`src/logic/sbrg_defines.svh`:
```
`ifndef SBRG_DEFINES_SVH
`define SBRG_DEFINES_SVH
// ============================================================
// Register map.
`define SBRG_OFF_CTRL 12'h000
`define SBRG_OFF_DIV_LO 12'h004
`define SBRG_OFF_DIV_HI 12'h008
`define SBRG_OFF_STATUS 12'h00c
`define SBRG_OFF_AUTO 12'h010
// ============================================================
// Control field positions.
`define SBRG_CTRL_SYNC 0
`define SBRG_CTRL_HS 1
`define SBRG_CTRL_WIDE 2
`define SBRG_CTRL_AUTO_EN 3
// ============================================================
// Reset values.
`define SBRG_CTRL_RST 4'h0
`define SBRG_DIV_RST 8'h00
// ============================================================
// Base-clock prescale terminal counts, one less than the clocks per divisor step.
`define SBRG_PRE_64 6'h3f
`define SBRG_PRE_16 6'h0f
`define SBRG_PRE_4 6'h03
`endif

```
`src/logic/sbrg_pkg.sv`:
```
`default_nettype none
package sbrg_pkg;
  typedef enum logic [1:0] {
    SBRG_DIV64 = 2'b00,
    SBRG_DIV16 = 2'b01,
    SBRG_DIV4 = 2'b10
  } sbrg_mult_t;
endpackage
`default_nettype wire

```
`src/logic/sbrg_top.sv`:
```
// Contract
// - Timer serves async and sync; 8-bit after reset, 16-bit when wide set.
// - Divisor low byte sets the free-running timer period, with the high byte added only when wide is set.
// - Async multiplier chosen by high-speed select and width select together.
// - Sync mode ignores high-speed select.
// - Async, narrow, low speed: rate is clock over 64 times divisor plus one.
// - Sync mode: rate is clock over 4 times divisor plus one, any width.
// - A divisor write clears the timer so the new rate applies at once.
// - Auto-baud logic may load the divisor besides software writes.
//
// Our own choices: the register offsets and the APB slave port.
`include "sbrg_defines.svh"
`default_nettype none
module sbrg_top (
  input wire logic pclk,
  input wire logic presetn,
  input wire logic psel,
  input wire logic penable,
  input wire logic pwrite,
  input wire logic [11:0] paddr,
  input wire logic [31:0] pwdata,
  input wire logic [3:0] pstrb,
  output logic [31:0] prdata,
  output logic pready,
  output logic pslverr,
  input wire logic auto_load,
  input wire logic [15:0] auto_divisor,
  output logic baud_tick,
  output logic sample_tick,
  output logic sync_mode,
  output logic wide_divider_select,
  output logic high_speed_select
);
  import sbrg_pkg::*;

  // ==========================================================
  // Register bus.
  logic [3:0] ctrl_reg, ctrl_next;
  logic [7:0] div_lo_reg, div_lo_next, div_hi_reg, div_hi_next;
  logic [31:0] prdata_reg, prdata_next;
  logic pready_reg, pready_next, pslverr_reg, pslverr_next;
  logic restart;
  logic setup, access, wr_hit;
  logic [5:0] pre_reg, pre_next;
  logic [15:0] cnt_reg, cnt_next;
  logic tick_reg, tick_next, stick_reg, stick_next;

  // Reads are decoded in the setup cycle so the data stands in the access
  // cycle. Writes land only at the edge that completes the access, so a
  // master that stalls never sees a write take effect early.
  assign setup = psel && !penable;
  assign access = psel && penable && pready_reg;
  assign wr_hit = access && pwrite && pstrb[0];

  always_comb begin
    ctrl_next = ctrl_reg;
    div_lo_next = div_lo_reg;
    div_hi_next = div_hi_reg;
    prdata_next = prdata_reg;
    pready_next = setup;
    pslverr_next = 1'b0;
    restart = 1'b0;
    if (setup) begin
      prdata_next = 32'h0000_0000;
      unique case (paddr)
        `SBRG_OFF_CTRL: begin
          prdata_next = {28'h0000000, ctrl_reg};
        end
        `SBRG_OFF_DIV_LO: begin
          prdata_next = {24'h000000, div_lo_reg};
        end
        `SBRG_OFF_DIV_HI: begin
          prdata_next = {24'h000000, div_hi_reg};
        end
        `SBRG_OFF_STATUS: begin
          prdata_next = {16'h0000, cnt_reg};
        end
        `SBRG_OFF_AUTO: begin
          prdata_next = {16'h0000, div_hi_reg, div_lo_reg};
        end
        default: begin
          pslverr_next = 1'b1;
        end
      endcase
    end
    // Status and auto words are read-only; writes to them are dropped.
    if (wr_hit) begin
      unique case (paddr)
        `SBRG_OFF_CTRL: begin
          ctrl_next = pwdata[3:0];
        end
        `SBRG_OFF_DIV_LO: begin
          div_lo_next = pwdata[7:0];
          restart = 1'b1;
        end
        `SBRG_OFF_DIV_HI: begin
          div_hi_next = pwdata[7:0];
          restart = 1'b1;
        end
        default: begin
        end
      endcase
    end
    // Auto-baud load only applies when no software write is in flight.
    if (auto_load && ctrl_reg[`SBRG_CTRL_AUTO_EN] && !wr_hit) begin
      div_lo_next = auto_divisor[7:0];
      div_hi_next = auto_divisor[15:8];
      restart = 1'b1;
    end
  end

  always_ff @(posedge pclk or negedge presetn) begin
    if (!presetn) begin
      ctrl_reg <= `SBRG_CTRL_RST;
      div_lo_reg <= `SBRG_DIV_RST;
      div_hi_reg <= `SBRG_DIV_RST;
      prdata_reg <= 32'h0000_0000;
      pready_reg <= 1'b0;
      pslverr_reg <= 1'b0;
    end else begin
      ctrl_reg <= ctrl_next;
      div_lo_reg <= div_lo_next;
      div_hi_reg <= div_hi_next;
      prdata_reg <= prdata_next;
      pready_reg <= pready_next;
      pslverr_reg <= pslverr_next;
    end
  end

  assign prdata = prdata_reg;
  assign pready = pready_reg;
  assign pslverr = pslverr_reg;

  // ==========================================================
  // Multiplier selection.
  function automatic sbrg_mult_t sbrg_pick(input logic [3:0] c);
    if (c[`SBRG_CTRL_SYNC]) begin
      return SBRG_DIV4;
    end else if (c[`SBRG_CTRL_HS] && c[`SBRG_CTRL_WIDE]) begin
      return SBRG_DIV4;
    end else if (c[`SBRG_CTRL_HS] || c[`SBRG_CTRL_WIDE]) begin
      return SBRG_DIV16;
    end else begin
      return SBRG_DIV64;
    end
  endfunction

  function automatic logic [5:0] sbrg_pre(input sbrg_mult_t m);
    unique case (m)
      SBRG_DIV64: return `SBRG_PRE_64;
      SBRG_DIV16: return `SBRG_PRE_16;
      SBRG_DIV4: return `SBRG_PRE_4;
      default: return `SBRG_PRE_64;
    endcase
  endfunction

  sbrg_mult_t mult;
  logic [15:0] reload;
  assign mult = sbrg_pick(ctrl_reg);
  assign reload = ctrl_reg[`SBRG_CTRL_WIDE] ? {div_hi_reg, div_lo_reg}
                                             : {8'h00, div_lo_reg};

  // ==========================================================
  // Baud divider timer: prescaler then divisor down-counter.
  always_comb begin
    pre_next = pre_reg;
    cnt_next = cnt_reg;
    tick_next = 1'b0;
    stick_next = 1'b0;
    if (restart) begin
      pre_next = 6'h00;
      cnt_next = 16'h0000;
    end else if (pre_reg >= sbrg_pre(mult)) begin
      pre_next = 6'h00;
      stick_next = 1'b1;
      if (cnt_reg == 16'h0000) begin
        cnt_next = reload;
        tick_next = 1'b1;
      end else begin
        cnt_next = cnt_reg - 16'h0001;
      end
    end else begin
      pre_next = pre_reg + 6'h01;
    end
  end

  always_ff @(posedge pclk or negedge presetn) begin
    if (!presetn) begin
      pre_reg <= 6'h00;
      cnt_reg <= 16'h0000;
      tick_reg <= 1'b0;
      stick_reg <= 1'b0;
      sync_mode <= 1'b0;
      wide_divider_select <= 1'b0;
      high_speed_select <= 1'b0;
    end else begin
      pre_reg <= pre_next;
      cnt_reg <= cnt_next;
      tick_reg <= tick_next;
      stick_reg <= stick_next;
      sync_mode <= ctrl_reg[`SBRG_CTRL_SYNC];
      wide_divider_select <= ctrl_reg[`SBRG_CTRL_WIDE];
      high_speed_select <= ctrl_reg[`SBRG_CTRL_HS];
    end
  end

  assign baud_tick = tick_reg;
  assign sample_tick = stick_reg;
endmodule // sbrg_top
`default_nettype wire

```
`config.mk`:
```
export PLATFORM = sky130hd
export DESIGN_NAME = sbrg_top
export DESIGN_NICKNAME = d
export VERILOG_FILES = /design/src/logic/sbrg_pkg.sv /design/src/logic/sbrg_top.sv
export VERILOG_INCLUDE_DIRS = /design/src /design/src/logic
export SDC_FILE = /design/constraint.sdc
export NUM_CORES = 1
export LEC_CHECK = 0
export BUFFER_PORTS_ARGS = -buffer_cell sky130_fd_sc_hd__clkbuf_2
export CAP_MARGIN = 20
export CORE_ASPECT_RATIO = 0.6
export CORE_UTILIZATION = 53
export DETAILED_ROUTE_END_ITERATION = 10
export PLACE_DENSITY = 0.85
export SLEW_MARGIN = 15
export SYNTH_ARGS = -nofsm -noshare
export SYNTH_HDL_FRONTEND = slang
export SYNTH_SLANG_ARGS = --single-unit
```
`constraint.sdc`:
```
create_clock -name pclk -period 6.05 [get_ports pclk]
set_input_delay 1.21 -clock pclk [delete_from_list [all_inputs] [get_ports pclk]]
set_output_delay 1.21 -clock pclk [all_outputs]
set_load 0.005 [all_outputs]
```
==> flow_summary.ini <==
[critical_path]
path_common_cell = ha_1
r2r_start = ctrl_reg[2]
slowest_delay_ns = 0.85
critical_path.slowest_cell = o22ai_1
reg2reg_to = cnt_reg[14]
critical_path.max_fanout = 12
end_kind = flop
worstSetupPathType = flop to flop
startpoint = ctrl_reg[2]
required_ns = 6.25
startpoint_type = flop
crit_chain = ha_1, or2_2, ha_1, inv_1, ha_1, a211oi_1, o31ai_1, o22ai_1, nor4_1, a2111oi_0
r2r_cells = 10
r2r_slack_ns = 2.46
arrival_ns = 3.79

[min_path]
min_path_cells = 1
min_to = pre_reg[0]
worstHoldStart = pre_reg[0]
hold_class = flop to flop

[pwr]
p_per_area_nw_per_um2 = 249
p_leak_nw = 2.00
total_power_mw = 1.07
ir_drop_uv = 164

[sta]
tightestPinTransition_ns = 1.09
fmax_mhz = 279
rsz0062_at_grt = false
finalHoldViolCount = 0
slew_viol_final = 0
timing.setup.tns_ns = 0
fin_crit_sh_pct = 59.3
setup_ws_ns = 2.46
finalCriticalPeriod_ns = 3.59
setup_viol = 0
skew_ns = 0.00500
slew_headroom_pct = 27.3

[cts]
cts_tree = done
cts.clk_slew.worst_paths_ns = 0.06
clk_latency_ns = 0.33
cts.sinks = 65
cts_buffer_depth = 2
htreeDepth = 3
cts_resized = 0
cts_setup_buffers = 0
numCtsBuffers = 9
cts_hold_buf = 0
cts_root_buf = clkbuf_16

[synthesis]
synth_xor_xnor_area_share_pct = 1.19
synth_ff_type = dfrtp_1
synthArstFlopShare_pct = 100
synth_top_family_by_area = compound AO/OA/AOI/OAI gates
synth_seq_area_share_pct = 44.1
syn_area_um2 = 3690
yosys_warnings = 0
yosysTopAreaCellShare_pct = 44.1
synth.area.mux_share_pct = 7.46
synth_compound_area_share_pct = 19.3
ys_types = 56
yosys.area_share.simple_pct = 18.9
synth_top_area_cell = dfrtp_1
synth_edf_count = 0
synth_area_per_cell_um2 = 9.56
postSynthCellCount = 386
synth_area_leaders = dfrtp_1 (44%), a21oi_1 (3.9%), nand2_1 (3.9%), mux2i_1 (3.8%), mux2_2 (3.7%)
ys_ff_latch = 65
synthAdderAreaFrac_pct = 2.71

[die]
rows = 23
io_pins = 109
initial_core_util_pct = 55.0
fp.dieH_um = 66.6
die_area_um2 = 7310
core_um2 = 6710
die_w_um = 110

[global_route]
use_met2_pct = 43.2
grt_busiest_layer = met2
grt_pass1_vias = 3129
grt_use_total_pct = 30.8
global_route.overflow_total = 0
antenna_found_initial = 1
grt_pass1_wl_mm = 16.3
grt_use_met3_pct = 12.0
met1_usage_pct = 42.7
grt_max_degree = 66

[final_layout]
diodes = 0
multiInputGateArea_um2 = 1890
final_cells = 536
layout-drive-gt1-share_pct = 23.6
fillers = 550
area_delta_synth_final_pct = 15.9
nets = 523
ff_latch_area_um2 = 1630
finish.utilization_pct = 63.8

[place]
dp.final_hpwl_mm = 7.44
dp_cells = 521
gp_congestion = 0.931
io_buffers = 65
dpl_worst_slack_ns = 2.55

[route]
detail_route.iter0.violations = 345
vias = 3381
vias_per_cell = 6.31
route.detailed.drc = 0
first_pass_iters = 5
drt-wirelength-per-cell_um = 19.6
final_antenna_net_count = 0
wl_mm = 10.5

[run]
cap_violations = 0

[outcome]
status = completed
-- cell usage in the layout, fill, tap and decap left out, drive strengths merged, types with 5 or more instances in the layout --
cell    Yosys  layout
conb        1      16
nor4        7       7
ha          8       8
nand2b      5       5
and3        6       6
mux2       12      12
nand3      15      15
nor2       35      35
inv         6       6
dfrtp      65      65
clkbuf     11      77
nand2      38      38
mux2i      14      14
o21ai      25      25
a21oi      29      29
a22oi      16      16
nor3        8       8
a32o        5       5
-- through the flow --
| step | cell area (µm²) | hold WS [ns] |
|---|---|---|
| global placement | 4000 | 0.445 |
| detailed placement | 4000 | 0.467 |
| CTS | 4280 | 0.474 |
| global route | 4280 | 0.498 |
| floorplan | 3750 | 0.376 |
| finish | 4280 | 0.466 |
-- Yosys cell counts (5+ instances only) --
library cell / number
nor4_1: 5
o21ai_0: 24
a32o_1: 5
nand2b_1: 5
and3_1: 6
a22oi_1: 16
nor2_1: 35
nand3_1: 14
inv_1: 6
mux2i_1: 14
buf_4: 17
mux2_2: 12
dfrtp_1: 65
clkbuf_1: 11
a21oi_1: 29
nand2_1: 38
ha_1: 8
nor3_1: 8
-- area by class of cell --
type | count | area share, %
Clock buffer | 13 | 6.32
Clock inverter | 2 | 0.292
Inverter | 6 | 0.526
Multi-Input combinational cell | 295 | 44.2
Sequential cell | 65 | 38.0
Tap cell | 87 | 2.54
Timing Repair Buffer | 68 | 8.13
-- layer usage --
metal | vias to the layer above | routed length, µm | part of all wire (%)
met5 | - | 0 | 0
met4 | 0 | 193 | 1.8
met3 | 26 | 1260 | 12
met2 | 219 | 4560 | 43
met1 | 1621 | 4480 | 43
li1 | 1515 | - | -
-- worst max path at each step --
| stage | endpoint | slack (ns) |
|---|---|---|
| floorplan | div_hi_reg[5] | 3.26 |
| global placement | cnt_reg[14] | 2.70 |
| detailed placement | cnt_reg[14] | 2.55 |
| CTS | cnt_reg[14] | 2.54 |
| global route | cnt_reg[14] | 2.31 |
| finish | cnt_reg[14] | 2.46 |
-- logic make-up (layout without fill, tap and decap cells) --
| kind of cell | count (synthesis) | count (layout) |
|---|---|---|
| AND/OR/NAND/NOR | 132 | 132 |
| AO/OA/AOI/OAI | 108 | 108 |
| flip-flops | 65 | 65 |
| buffers and inverters | 41 | 89 |
| multiplexers | 26 | 26 |
| adder cells (fa/ha/maj) | 8 | 8 |
| XOR/XNOR | 5 | 5 |
| other | 1 | 16 |
-- critical path, delay by kind of cell, from the launching register on --
family / cells / cell delay, ns
AO/OA/AOI/OAI: 4 / 1.61
adder cells (fa/ha/maj): 3 / 0.77
buffers and inverters: 1 / 0.05
flip-flops: 1 / 0.56
AND/OR/NAND/NOR: 2 / 0.45
-- where the power goes --
group | switching [mW] | internal (mW) | total [mW]
clock network | 0.184 | 0.308 | 0.491
logic | 0.0567 | 0.0410 | 0.0977
registers | 0.0227 | 0.453 | 0.476
total | 0.263 | 0.802 | 1.07
No activity file was read; power rests on OpenSTA's default activity.
